**config.mk**
```make
export PLATFORM = sky130hd
export DESIGN_NAME = adc_core_warmup
export DESIGN_NICKNAME = d
export VERILOG_FILES = /design/src/adc_warmup_pkg.sv /design/src/adc_core_warmup.sv
export VERILOG_INCLUDE_DIRS = /design/src
export SDC_FILE = /design/constraint.sdc
export NUM_CORES = 1
export LEC_CHECK = 0
export BUFFER_PORTS_ARGS = -buffer_cell sky130_fd_sc_hd__buf_4
export CAP_MARGIN = 15
export CORE_MARGIN = 2
export CORE_UTILIZATION = 56
export CTS_BUF_LIST = sky130_fd_sc_hd__clkbuf_2 sky130_fd_sc_hd__clkbuf_4 sky130_fd_sc_hd__clkbuf_8
export DETAILED_ROUTE_END_ITERATION = 8
export GPL_TIMING_DRIVEN = 0
export PLACE_DENSITY_LB_ADDON = 0.1
export SLEW_MARGIN = 10
export SYNTH_ARGS = -nofsm -noshare
export SYNTH_HDL_FRONTEND = slang
export SYNTH_SLANG_ARGS = --single-unit
```
**constraint.sdc**
```tcl
create_clock -name pclk -period 3 [get_ports pclk]
set_input_delay 0.3 -clock pclk [delete_from_list [all_inputs] [get_ports pclk]]
set_output_delay 0.3 -clock pclk [all_outputs]
set_load 0.02 [all_outputs]
```
**src/adc_warmup_defines.svh**
```systemverilog
// Register offsets, field positions, reset values and timing counts of the
// ADC core warm-up and ready-interrupt block. Included by its bare name.
`ifndef ADC_WARMUP_DEFINES_SVH
`define ADC_WARMUP_DEFINES_SVH

// ---------------------------------------------------------------------------
// Register byte offsets.
// ---------------------------------------------------------------------------
`define OFFSET_WARMUP_CTRL   8'h00
`define OFFSET_POWER_READY   8'h04
`define OFFSET_IRQ_STATUS    8'h08
`define OFFSET_IRQ_MASK      8'h0C

// ---------------------------------------------------------------------------
// Field positions.
// ---------------------------------------------------------------------------
`define WARMUP_CODE_LSB      8
`define WARMUP_CODE_MSB      11
`define CORE0_BIT            0
`define CORE1_BIT            1
`define SHARED_BIT           7
`define READY_SHIFT          8

// ---------------------------------------------------------------------------
// Reset values.
// ---------------------------------------------------------------------------
`define WARMUP_CTRL_RESET    16'h0000
`define POWER_EN_RESET       3'h0
`define IRQ_MASK_RESET       3'h0

// ---------------------------------------------------------------------------
// Timing: the warm-up counts periods of the core source clock, which is pclk.
// ---------------------------------------------------------------------------
`define CORE_SRC_CLK_PERIOD_NS 8
`define WARMUP_MIN_CODE        4'h4
`define WARMUP_MIN_PERIODS     16'h0010

`endif

```
**src/adc_warmup_pkg.sv**
```systemverilog
// Types shared by the ADC core warm-up block.
// Assumes the defines header holds the numeric constants.
package adc_warmup_pkg;

   typedef logic [3:0]  warmup_code_type;
   typedef logic [15:0] delay_count_type;
   typedef logic [2:0]  core_vec_type;
   typedef logic [31:0] apb_data_type;

endpackage

```
**src/adc_core_warmup.sv**
```systemverilog
// ADC core power-up sequencer with warm-up delay, ready flags and a common
// ready interrupt, reached by software over APB.
// Assumes one clock pclk that is also the core source clock, and an APB master.
`include "adc_warmup_defines.svh"

module adc_core_warmup #(
   parameter int ADDR_WIDTH = 8
) (
   input  wire logic                         pclk,
   input  wire logic                         presetn,
   input  wire logic                         psel,
   input  wire logic                         penable,
   input  wire logic                         pwrite,
   input  wire logic [ADDR_WIDTH-1:0]        paddr,
   input  wire adc_warmup_pkg::apb_data_type pwdata,
   input  wire logic [3:0]                   pstrb,
   output      adc_warmup_pkg::apb_data_type prdata,
   output      logic                         pready,
   output      logic                         pslverr,
   output      adc_warmup_pkg::core_vec_type core_power_en,
   output      adc_warmup_pkg::core_vec_type core_ready,
   output      logic                         adc_irq
);
   import adc_warmup_pkg::*;

   // ------------------------------------------------------------------------
   // Elaboration checks.
   // ------------------------------------------------------------------------
   localparam int NUM_CORES = 3;

   // The decoder compares a full byte of address, so narrower buses cannot work.
   if (ADDR_WIDTH < 8) begin : g_check
      $error("ADDR_WIDTH must be at least 8");
   end

   // The core vector carries one bit for each core, in a fixed order.
   if (NUM_CORES != $bits(core_vec_type)) begin : g_core_check
      $error("core vector width must match the core count");
   end

   // ------------------------------------------------------------------------
   // Functions.
   // ------------------------------------------------------------------------
   // Turns the warm-up code into a count of source clock periods.
   // The largest code gives 32768, which still fits the 16-bit counter.
   function automatic delay_count_type warmup_periods(input warmup_code_type code);
      delay_count_type result;
      result = `WARMUP_MIN_PERIODS;
      if (code >= `WARMUP_MIN_CODE) begin
         result = delay_count_type'(16'h0001 << code);
      end
      return result;
   endfunction

   // Places the three core bits at their register positions; other bits read zero.
   function automatic logic [15:0] core_layout(input core_vec_type v);
      logic [15:0] result;
      result = 16'h0000;
      result[`CORE0_BIT]  = v[0];
      result[`CORE1_BIT]  = v[1];
      result[`SHARED_BIT] = v[2];
      return result;
   endfunction

   // Gathers the three core bits from a written word.
   function automatic core_vec_type core_pick(input logic [31:0] w);
      return {w[`SHARED_BIT], w[`CORE1_BIT], w[`CORE0_BIT]};
   endfunction

   // ------------------------------------------------------------------------
   // Registers and state.
   // ------------------------------------------------------------------------
   warmup_code_type warmup_code;
   core_vec_type    ready_irq_en;
   core_vec_type    irq_status;
   core_vec_type    irq_mask;
   core_vec_type    next_ready;

   // ------------------------------------------------------------------------
   // APB decode.
   // ------------------------------------------------------------------------
   wire logic [7:0] addr_low   = paddr[7:0];
   wire logic       upper_zero = (paddr >> 8) == '0;
   wire logic       hit_ctrl   = upper_zero && addr_low == `OFFSET_WARMUP_CTRL;
   wire logic       hit_power  = upper_zero && addr_low == `OFFSET_POWER_READY;
   wire logic       hit_status = upper_zero && addr_low == `OFFSET_IRQ_STATUS;
   wire logic       hit_mask   = upper_zero && addr_low == `OFFSET_IRQ_MASK;
   wire logic       mapped     = hit_ctrl | hit_power | hit_status | hit_mask;
   wire logic       access     = psel & penable & ~pready;
   wire logic       write_done = psel & penable & pready & pwrite & mapped;
   wire logic       lane0      = pstrb[0];
   wire logic       lane1      = pstrb[1];
   wire logic       wr_ctrl    = write_done & hit_ctrl;
   wire logic       wr_power   = write_done & hit_power & lane0;
   wire logic       wr_status  = write_done & hit_status & lane0;
   wire logic       wr_mask    = write_done & hit_mask & lane0;
   wire core_vec_type wdata_cores = core_pick(pwdata);

   // Each field takes its own byte lane, so a partial write leaves the other byte.
   wire logic            wr_code    = wr_ctrl & lane1;
   wire logic            wr_irq_en  = wr_ctrl & lane0;
   wire warmup_code_type wdata_code = pwdata[`WARMUP_CODE_MSB:`WARMUP_CODE_LSB];

   wire logic [15:0] irq_en_word = core_layout(ready_irq_en);
   wire logic [15:0] ctrl_word  = {4'h0, warmup_code, irq_en_word[7:0]};
   wire logic [15:0] power_word = (core_layout(core_ready) << `READY_SHIFT)
                                  | core_layout(core_power_en);
   wire logic [15:0] read_word  = hit_ctrl   ? ctrl_word :
                                  hit_power  ? power_word :
                                  hit_status ? core_layout(irq_status) :
                                  hit_mask   ? core_layout(irq_mask) : 16'h0000;

   // ------------------------------------------------------------------------
   // APB answer: one wait state, then pready for one cycle.
   // ------------------------------------------------------------------------
   // Read data is registered, so it stands settled while pready is high.
   wire logic         read_access = access & ~pwrite;
   wire logic         next_slverr = access & ~mapped;
   wire apb_data_type next_prdata = {16'h0000, read_word};

   always_ff @(posedge pclk or negedge presetn) begin
      if (!presetn) begin
         pready  <= 1'b0;
         pslverr <= 1'b0;
         prdata  <= 32'h0000_0000;
      end else begin
         pready  <= access;
         pslverr <= next_slverr;
         if (read_access) begin
            prdata <= next_prdata;
         end
      end
   end

   // ------------------------------------------------------------------------
   // Control registers.
   // ------------------------------------------------------------------------
   always_ff @(posedge pclk or negedge presetn) begin
      if (!presetn) begin
         warmup_code   <= warmup_code_type'(`WARMUP_CTRL_RESET >> `WARMUP_CODE_LSB);
         ready_irq_en  <= `POWER_EN_RESET;
         core_power_en <= `POWER_EN_RESET;
         irq_mask      <= `IRQ_MASK_RESET;
      end else begin
         if (wr_code) begin
            warmup_code <= wdata_code;
         end
         if (wr_irq_en) begin
            ready_irq_en <= wdata_cores;
         end
         if (wr_power) begin
            core_power_en <= wdata_cores;
         end
         if (wr_mask) begin
            irq_mask <= wdata_cores;
         end
      end
   end

   // ------------------------------------------------------------------------
   // Warm-up target.
   // ------------------------------------------------------------------------
   // The code is read live, so changing it during a count moves the target.
   wire delay_count_type delay_target = warmup_periods(warmup_code);
   wire delay_count_type last_count   = delay_target - 16'h0001;

   // ------------------------------------------------------------------------
   // Per-core warm-up counters.
   // ------------------------------------------------------------------------
   // Each core owns its counter, so no register has more than one driver.
   for (genvar i = 0; i < NUM_CORES; i++) begin : g_core
      delay_count_type      count;
      wire logic            powered    = core_power_en[i];
      wire logic            is_ready   = core_ready[i];
      wire logic            counting   = powered & ~is_ready;
      wire logic            expired    = count == last_count;
      wire delay_count_type next_count = !counting ? 16'h0000 :
                                         expired   ? count :
                                         count + 16'h0001;

      // Dropping the power enable clears the flag and restarts the count.
      assign next_ready[i] = powered & (is_ready | expired);

      always_ff @(posedge pclk or negedge presetn) begin
         if (!presetn) begin
            count <= 16'h0000;
         end else begin
            count <= next_count;
         end
      end
   end

   // ------------------------------------------------------------------------
   // Ready flags, sticky interrupt status and the common interrupt.
   // ------------------------------------------------------------------------
   wire core_vec_type rising_ready = next_ready & ~core_ready;
   wire core_vec_type ready_event  = rising_ready & ready_irq_en;
   wire core_vec_type clear_bits   = wr_status ? wdata_cores : 3'h0;
   // A ready event in the cycle of a clear wins, so no event is lost.
   wire core_vec_type kept_status  = irq_status & ~clear_bits;
   wire core_vec_type next_status  = ready_event | kept_status;
   wire core_vec_type pending      = next_status & irq_mask;
   wire logic         next_irq     = |pending;

   always_ff @(posedge pclk or negedge presetn) begin
      if (!presetn) begin
         core_ready <= 3'h0;
         irq_status <= 3'h0;
         adc_irq    <= 1'b0;
      end else begin
         core_ready <= next_ready;
         irq_status <= next_status;
         adc_irq    <= next_irq;
      end
   end

endmodule // adc_core_warmup

```
==> metrics.yaml, run 1 <==
outcome:
  status: "completed"
timing:
  finClkSkew_ps: 16.0
  fin_setup_tns_ps: 0
  hold_viol: 0
  rsz0062_at_grt: "false"
  worst_slack_ps: 308
  min_period_ps: 2690
  period_share: 0.897
  relSlewSlack: 0.355
  tightest_slew_ps: 968
  fmax_mhz: 372
  setup_viol: 0
  drv_slew: 0
power_and_ir_drop:
  leakagePower_nw: 2.42
  power_density_nw_per_um2: 368
  ir_drop_v: 0.000321
  power_w: 0.00209
yosys:
  synthFlopType: "dfrtp_1"
  synth_area_leaders: "dfrtp_1 39%, buf_4 4.7%, a21oi_1 4.1%, or3_1 3.5%, nand2_1 3.0%"
  ys_top_cells_by_count: "78 x dfrtp_1, 41 x a21oi_1, 40 x nand2_1, 31 x buf_4, 28 x or3_1"
  synth-seq-cells: 78
  synth_top_area_share: 0.393
  synth_edf_count: 0
  synthesis.area_um2: 4960
  synth_area_per_cell_um2: 9.45
  ys_async_sr_fraction: 1.00
  synth_most_common_cell: "dfrtp_1"
  seq_area_frac_synth: 0.393
  synth_top_area_cell: "dfrtp_1"
  synthCells: 525
  ys_warn_count: 0
  synth_cell_type_count: 68
clocking:
  hold_buffers: 0
  cts_tree: "yes"
  h-tree-depth: 3
  cts_buffers: 9
  root_buffer: "clkbuf_8"
  post-cts-setup-buffers: 0
  cts_sinks: 78
  clock_latency_ps: 360
  path_clk_slew_ps: 90
  cts.path.max_buffers: 2
  cts_resized: 0
finish:
  fill_cells: 696
  nets: 650
  antennaDiodeCount: 0
  finish.instance_area_um2: 5690
  ff_latch_area_um2: 1950
  area_growth_pct: 14.7
  finalNonFillerCells: 710
  drive_gt1_frac: 0.213
  multi_input_area_um2: 2720
setup_path:
  crit_chain: "buf_2, buf_4, buf_4, xor2_1, nor4_1, nand3_1, nor4_4, and2_4, buf_4, buf_6, nand4_1, o211ai_1"
  critPathMostFrequentCell: "buf_4"
  crit_path_start_kind: "flip-flop"
  cp.required_ps: 3270
  slowest_stage: "dfrtp_1"
  path_class: "reg2reg"
  crit_path_end_kind: "flip-flop"
  critPathMaxFanout: 10
  cp.arrival_ps: 2960
  critPathMaxStageDelay_ps: 390
route:
  drc: 0
  dr_wl_met3_um: 615
  drt_iter0_markers: 249
  highest-signal-layer: "met4"
  avgRoutedWirePerCell_um: 16.2
  via_count: 4213
  via_per_inst: 5.93
  wirelength_um: 11500
  firstDrtPassIters: 4
  met2WireLength_um: 5480
  wl_met1_um: 5270
  drtAntennaViolNets: 0
place:
  dp_cells: 694
  portBuffers: 37
  placed_area_um2: 5470
  dpl.hpwl_um: 8350
  dp_slack_ps: 394
  place_congestion: 0.889
run:
  maxCapViolCount: 0
floorplan:
  rows: 34
  core_area_um2: 8640
  die_w_um: 98.1
  io_pins: 90
  start_util: 0.575
  die_area_um2: 9630
  fp.dieH_um: 98.1
global_routing:
  grt_pass1_vias: 4005
  track_usage: 0.251
  grt_max_degree: 79
  antenna_found_initial: 0
  grt_overflow: 0
  grt_pass1_wl_um: 19600
hold_path:
  worstHoldPathType: "in2async"
-- layer usage --
metal / track usage / up-vias
met4: 0.0643 / 0
met2: 0.397 / 102
met5: 0 / -
met1: 0.357 / 2075
met3: 0.0515 / 13
li1: - / 2023
-- state kept, by name, summed over array words and instances, names as in the netlist, 3 cells and up --
| register | count |
|---|---|
| irq_status | 3 |
| core_power_en | 3 |
| warmup_code | 4 |
| ready_irq_en | 3 |
| irq_mask | 3 |
| g_core.count | 48 |
| core_ready | 3 |
| prdata | 8 |
-- where the power goes --
group          internal (W)  switching (W)
logic             0.0000543      0.0000801
clock network      0.000503       0.000402
registers           0.00105     0.00000100
total               0.00161       0.000484
-- cells in the final DEF (no fill, tap or decap), types with 5 or more instances in the layout --
cell type   n
and2_1      5
or3_1      28
or4_1       9
nand3_1    24
xor2_1     14
o31ai_1    13
nand2_1    40
dfrtp_1    78
a21oi_1    41
nor3_1      5
buf_4      68
o21ai_0    17
o21a_1      6
and3_1     11
clkbuf_8   10
nand2b_1   11
mux2i_1    10
xnor2_1    17
nor2_1     20
buf_6       5
conb_1     26
nor4_1      6
mux2_2     13
o21ai_1    13
clkbuf_1   13
nand4_1    13
-- stage by stage --
stage	hold slack (ps)	utilization
floorplan	4.41	-
global placement	456	0.633
detailed placement	470	0.633
CTS	124	0.659
global route	169	0.659
finish	89.0	0.659
-- worst paths after layout --
path                                start            endpoint  slack (ps)  cells past startpoint
setup / recovery           warmup_code[3]             adc_irq         310                     12
hold / removal                    presetn  g_core[1].count[7]          90                      1
setup reg to reg           warmup_code[3]             adc_irq         310                     12
hold reg to reg                prdata[15]          prdata[15]         480                      2
max in group asynchronous         presetn  g_core[0].count[1]        2270                      1
min in group pclk              pwdata[10]      warmup_code[2]         180                      2
-- logic make-up (layout without fill, tap and decap cells) --
family	count (synthesis)	after routing	synth area share
and+or+nand+nor	204	204	0.240
AOI/OAI and AO/OA	121	121	0.157
DFF	78	78	0.393
buffers and inverters	58	111	0.0759
xor gates and xnor gates	31	31	0.0547
muxes	27	27	0.0678
adders and majority gates	4	4	0.0101
other	2	26	0.00151
-- area by class of cell --
| type | count | area share |
|---|---|---|
| Buffer | 54 | 0.0635 |
| Clock buffer | 11 | 0.0255 |
| Clock inverter | 5 | 0.0143 |
| Inverter | 4 | 0.00264 |
| Tap cell | 108 | 0.0237 |
| Multi-Input combinational cell | 413 | 0.479 |
| Timing Repair Buffer | 37 | 0.0488 |
| Sequential cell | 78 | 0.343 |
-- worst max-delay path: cells and delay by family (launching register included) --
| kind | cells | cell delay (ps) |
|---|---|---|
| and+or+nand+nor | 5 | 1040 |
| xor gates and xnor gates | 1 | 180 |
| DFF | 1 | 390 |
| buffers and inverters | 5 | 890 |
| AOI/OAI and AO/OA | 1 | 120 |
(Power assumes the default switching activity.)
==> run 2: changes to the inputs <==
ABC_CLOCK_PERIOD_IN_PS = 3000   (was unset)
CORE_ASPECT_RATIO = 0.8   (was unset)
==> metrics.yaml, run 2 (synthesized netlist as in run 1, its figures left out) <==
outcome:
  status: "completed"  # unchanged
clocking:
  clock_latency_ps: 360  # about the same
  h-tree-depth: 3  # unchanged
  path_clk_slew_ps: 80  # was 90 ps
  cts_buffers: 9  # unchanged
  cts.path.max_buffers: 2  # unchanged
  cts_sinks: 78  # unchanged
  hold_buffers: 0  # unchanged
  cts_resized: 0  # unchanged
  post-cts-setup-buffers: 0  # unchanged
  root_buffer: "clkbuf_8"  # unchanged
  cts_tree: "yes"  # unchanged
floorplan:
  start_util: 0.580  # was 0.575
  die_area_um2: 9630  # about the same
  io_pins: 90  # unchanged
  fp.dieH_um: 88.2  # was 98.1 µm
  core_area_um2: 8560  # was 8640 µm²
  rows: 30  # was 34
  die_w_um: 109  # was 98.1 µm
finish:
  largest-register: "g_core.count"  # unchanged
  finalNonFillerCells: 714  # was 710
  fin_util: 0.666  # was 0.659
  drive_gt1_frac: 0.213  # unchanged
  area_growth_pct: 14.9  # was 14.7%
  nets: 650  # unchanged
  mostFrequentLayoutCell: "dfrtp_1"  # unchanged
  antennaDiodeCount: 0  # unchanged
  mostFrequentLayoutCells: "78 x dfrtp_1, 68 x buf_4, 41 x a21oi_1"  # unchanged
  largest_registers: "g_core.count (48), prdata (8), warmup_code (4)"  # unchanged
  largest_reg_flops: 48  # unchanged
setup_path:
  critPathMostFrequentCell: "buf_6"  # was buf_4
  crit_buf_inv: 4  # was 5
  critPathMaxStageDelay_ps: 530  # was 390 ps
  crit_path_start_kind: "flip-flop"  # unchanged
  critPathTopFamily: "simple AND/OR/NAND/NOR gates"  # unchanged
  reg2reg_slack_ps: 340  # was 310 ps
  crit_path_end_kind: "flip-flop"  # unchanged
  cp.arrival_ps: 2930  # was 2960 ps
  path_class: "reg2reg"  # unchanged
  slowest_stage: "nor3_1"  # was dfrtp_1
  crit_chain: "buf_6, buf_2, a21oi_2, a2bb2oi_2, xnor2_1, nor3_1, and2_4, buf_6, buf_6, o21ai_1, a21oi_1"  # was buf_2, buf_4, buf_4, xor2_1, nor4_1, nand3_1, nor4_4, and2_4, buf_4, buf_6, nand4_1, o211ai_1
  cp.required_ps: 3270  # about the same
  critPathMaxFanout: 10  # unchanged
timing:
  tightest_slew_ps: 987  # was 968 ps
  hold_viol: 0  # unchanged
  fmax_mhz: 377  # was 372 MHz
  period_share: 0.885  # was 0.897
  relSlewSlack: 0.342  # was 0.355
  holdWs_ps: 108  # was 89.0 ps
  fin_setup_tns_ps: 0  # unchanged
  drv_slew: 0  # unchanged
  setup_viol: 0  # unchanged
  rsz0062_at_grt: "false"  # unchanged
  finClkSkew_ps: 11.7  # was 16.0 ps
  worst_slack_ps: 345  # was 308 ps
  min_period_ps: 2660  # was 2690 ps
global_routing:
  grt_max_degree: 79  # unchanged
  grt_pass1_vias: 3923  # was 4005
  antenna_found_initial: 0  # unchanged
  grt_overflow: 0  # unchanged
  grt_pass1_wl_um: 19500  # was 19600 µm
  track_usage: 0.264  # was 0.251
power_and_ir_drop:
  ir_drop_v: 0.000207  # was 0.000321 V
  leakagePower_nw: 2.42  # about the same
  power_density_nw_per_um2: 370  # was 368 nW/µm²
route:
  firstDrtPassIters: 5  # was 4
  drt_iter0_markers: 346  # was 249
  wirelength_um: 11900  # was 11500 µm
  via_per_inst: 5.95  # was 5.93
  via_count: 4251  # was 4213
  drtAntennaViolNets: 0  # unchanged
  drc: 0  # unchanged
  avgRoutedWirePerCell_um: 16.7  # was 16.2 µm
place:
  dpl.hpwl_um: 8480  # was 8350 µm
  place_congestion: 0.911  # was 0.889
  dp_cells: 698  # was 694
  portBuffers: 37  # unchanged
  dp_slack_ps: 392  # was 394 ps
run:
  maxCapViolCount: 0  # unchanged
hold_path:
  worstHoldPathType: "in2async"  # unchanged
run 2: cell count changes in the layout (fill, tap and decap cells not counted):
| cell | before | now |
|---|---|---|
| clkbuf_8 | 10 | 11 |
| inv_6 | 1 | 0 |
| clkbuf_4 | 1 | 0 |
| clkinv_4 | 0 | 1 |
run 2: report_power, final:
group          internal [W]  switching (W)  total [W]
Sequential          0.00105    0.000000929    0.00105
Clock              0.000514       0.000409   0.000923
Combinational     0.0000543      0.0000812   0.000135
run 2: area by class of cell:
| type | instances | area (µm²) |
|---|---|---|
| Buffer | 54 | 362 |
| Inverter | 4 | 15.0 |
| Fill cell | 705 | 2860 |
| Sequential cell | 78 | 1950 |
| Timing Repair Buffer | 37 | 278 |
| Clock buffer | 11 | 151 |
| Multi-Input combinational cell | 413 | 2720 |
| Tap cell | 112 | 140 |
| Clock inverter | 5 | 81.3 |
run 2: path summary, 6_finish.rpt:
kind / startpoint / to / cells after the start
max in group asynchronous: presetn / g_core[0].count[10] / 1
max reg2reg: warmup_code[2] / g_core[0].count[11] / 11
min: presetn / g_core[2].count[11] / 1
max: warmup_code[2] / g_core[0].count[11] / 11
min in group pclk: pwdata[11] / warmup_code[3] / 2
min reg2reg: pready / pready / 1
run 2: per-layer routing:
| metal | vias up | share of wire | track usage |
|---|---|---|---|
| li1 | 2029 | - | - |
| met1 | 2056 | 0.46 | 0.375 |
| met2 | 148 | 0.47 | 0.412 |
| met3 | 18 | 0.057 | 0.0647 |
| met4 | 0 | 0.014 | 0.0598 |
| met5 | - | 0 | 0 |
run 2: worst reg2reg max path, delay by kind of cell (launching register included):
kind            cells  cell delay [ps]
flops               1              380
simple gates        2              800
buf+inv             4              630
compound gates      4              650
xor+xnor            1              100
run 2: per-stage QoR:
stage / total power [W] / area, µm²
5_1_grt: 0.00219 / 5700
3_3_place_gp: 0.00120 / 5470
4_1_cts: 0.00212 / 5700
2_1_floorplan: 0.00116 / 5050
3_5_place_dp: 0.00121 / 5470
6_report: 0.00211 / 5700
==> run 3: changes to the inputs <==
PLACE_DENSITY = 0.8   (was unset)
PLACE_DENSITY_LB_ADDON = unset   (was 0.1)
==> metrics.yaml, run 3 (synthesized netlist as in run 1, its figures left out) <==
outcome:
  status: "completed"  # unchanged
run:
  maxCapViolCount: 0  # unchanged
route:
  avgRoutedWirePerCell_um: 17.1  # was 16.7 µm
  wirelength_um: 12200  # was 11900 µm
  via_per_inst: 5.96  # was 5.95
  firstDrtPassIters: 4  # was 5
  drc: 0  # unchanged
  drtAntennaViolNets: 0  # unchanged
  via_count: 4256  # was 4251
  drt_iter0_markers: 319  # was 346
timing:
  worst_slack_ps: 262  # was 345 ps
  finClkSkew_ps: 9.56  # was 11.7 ps
  drv_slew: 0  # unchanged
  fin_setup_tns_ps: 0  # unchanged
  setup_viol: 0  # unchanged
  fmax_mhz: 365  # was 377 MHz
  period_share: 0.913  # was 0.885
  relSlewSlack: 0.355  # was 0.342
  tightest_slew_ps: 967  # was 987 ps
  min_period_ps: 2740  # was 2660 ps
  hold_viol: 0  # unchanged
  rsz0062_at_grt: "false"  # unchanged
place:
  dp_slack_ps: 357  # was 392 ps
  place_congestion: 0.961  # was 0.911
  dp_cells: 698  # unchanged
  portBuffers: 37  # unchanged
  dpl.hpwl_um: 8830  # was 8480 µm
setup_path:
  cp.arrival_ps: 2980  # was 2930 ps
  path_class: "reg2reg"  # unchanged
  crit_path_end_kind: "flip-flop"  # unchanged
  worstRegToRegCells: 11  # unchanged
  crit_path_start_kind: "flip-flop"  # unchanged
  r2r_start: "warmup_code[3]"  # was warmup_code[2]
  reg2reg_slack_ps: 260  # was 340 ps
  rr_endpoint: "g_core[2].count[1]"  # was g_core[0].count[11]
  critPathMaxFanout: 10  # unchanged
  cp.required_ps: 3240  # was 3270 ps
global_routing:
  grt_pass1_wl_um: 20500  # was 19500 µm
  grt_overflow: 0  # unchanged
  antenna_found_initial: 0  # unchanged
  grt_pass1_vias: 4141  # was 3923
  track_usage: 0.279  # was 0.264
  grt_max_degree: 79  # unchanged
clocking:
  path_clk_slew_ps: 80  # about the same
  clock_latency_ps: 370  # was 360 ps
  cts_sinks: 78  # unchanged
  root_buffer: "clkbuf_8"  # unchanged
  cts.path.max_buffers: 2  # unchanged
  cts_tree: "yes"  # unchanged
  post-cts-setup-buffers: 0  # unchanged
  cts_resized: 0  # unchanged
  h-tree-depth: 3  # unchanged
  hold_buffers: 0  # unchanged
  cts_buffers: 9  # unchanged
finish:
  nets: 650  # unchanged
  largest_registers: "g_core.count (48), prdata (8), warmup_code (4)"  # unchanged
  largest-register: "g_core.count"  # unchanged
  mostFrequentLayoutCell: "dfrtp_1"  # unchanged
  antennaDiodeCount: 0  # unchanged
  area_growth_pct: 14.7  # was 14.9%
  largest_reg_flops: 48  # unchanged
  drive_gt1_frac: 0.213  # unchanged
  finalNonFillerCells: 714  # unchanged
  mostFrequentLayoutCells: "78 x dfrtp_1, 68 x buf_4, 41 x a21oi_1"  # unchanged
floorplan:
  core_area_um2: 8560  # unchanged
  rows: 30  # unchanged
  die_area_um2: 9630  # unchanged
  io_pins: 90  # unchanged
  fp.dieH_um: 88.2  # unchanged
  die_w_um: 109  # unchanged
  start_util: 0.580  # unchanged
power_and_ir_drop:
  leakagePower_nw: 2.42  # about the same
  power_density_nw_per_um2: 366  # was 370 nW/µm²
  power_w: 0.00208  # was 0.00211 W
  ir_drop_v: 0.000347  # was 0.000207 V
hold_path:
  worstHoldPathType: "in2async"  # unchanged
==> run 3: worst max-delay path, cell delays in order (launching register included) <==
cell and delay, ps:
dfrtp_1 360, buf_2 180, buf_4 190, xor2_1 140, nor4_1 370, nand4_1 190
nor4bb_1 310, and4_4 270, buf_4 160, buf_4 200, mux2i_1 200, nor2_1 50
==> run 3: final cells by class <==
type	count	area, µm²
tap	112	140
timing repair buffer	37	278
inverter	4	15.0
fill	694	2870
clock inverter	4	70.1
multi-input combinational	413	2720
clock buffer	12	153
buffer	54	362
sequential	78	1950
==> run 3: how the worst max path moves through the flow <==
stage                              start            endpoint  cells after the start
after floorplan           warmup_code[3]  g_core[2].count[1]                     11
after global placement    warmup_code[3]             adc_irq                     12
after detailed placement  warmup_code[3]  g_core[2].count[1]                     11
after CTS                 warmup_code[3]  g_core[2].count[1]                     11
after global routing      warmup_code[3]  g_core[2].count[1]                     11
final                     warmup_code[3]  g_core[2].count[1]                     11
==> run 3: metal layers <==
layer | wire, µm | vias to the layer above | track usage
met3 | 673 | 17 | 0.0558
met2 | 5770 | 133 | 0.447
met4 | 158 | 0 | 0.0794
li1 | - | 2022 | -
met5 | 0 | - | 0
met1 | 5580 | 2084 | 0.389
==> run 3: per-stage QoR <==
| step | utilization | instance area (µm²) | hold slack [ps] |
|---|---|---|---|
| 3_5_place_dp | 0.639 | 5470 | 467 |
| 2_1_floorplan | - | 5050 | 4.41 |
| 4_1_cts | 0.665 | 5690 | 127 |
| 6_report | 0.665 | 5690 | 73.4 |
| 3_3_place_gp | 0.639 | 5470 | 462 |
| 5_1_grt | 0.665 | 5690 | 165 |
==> run 3: report_power, final <==
group	switching, W	internal [W]
Clock	0.000386	0.000507
Combinational	0.0000819	0.0000543
Sequential	0.000000978	0.00105
Total	0.000469	0.00161
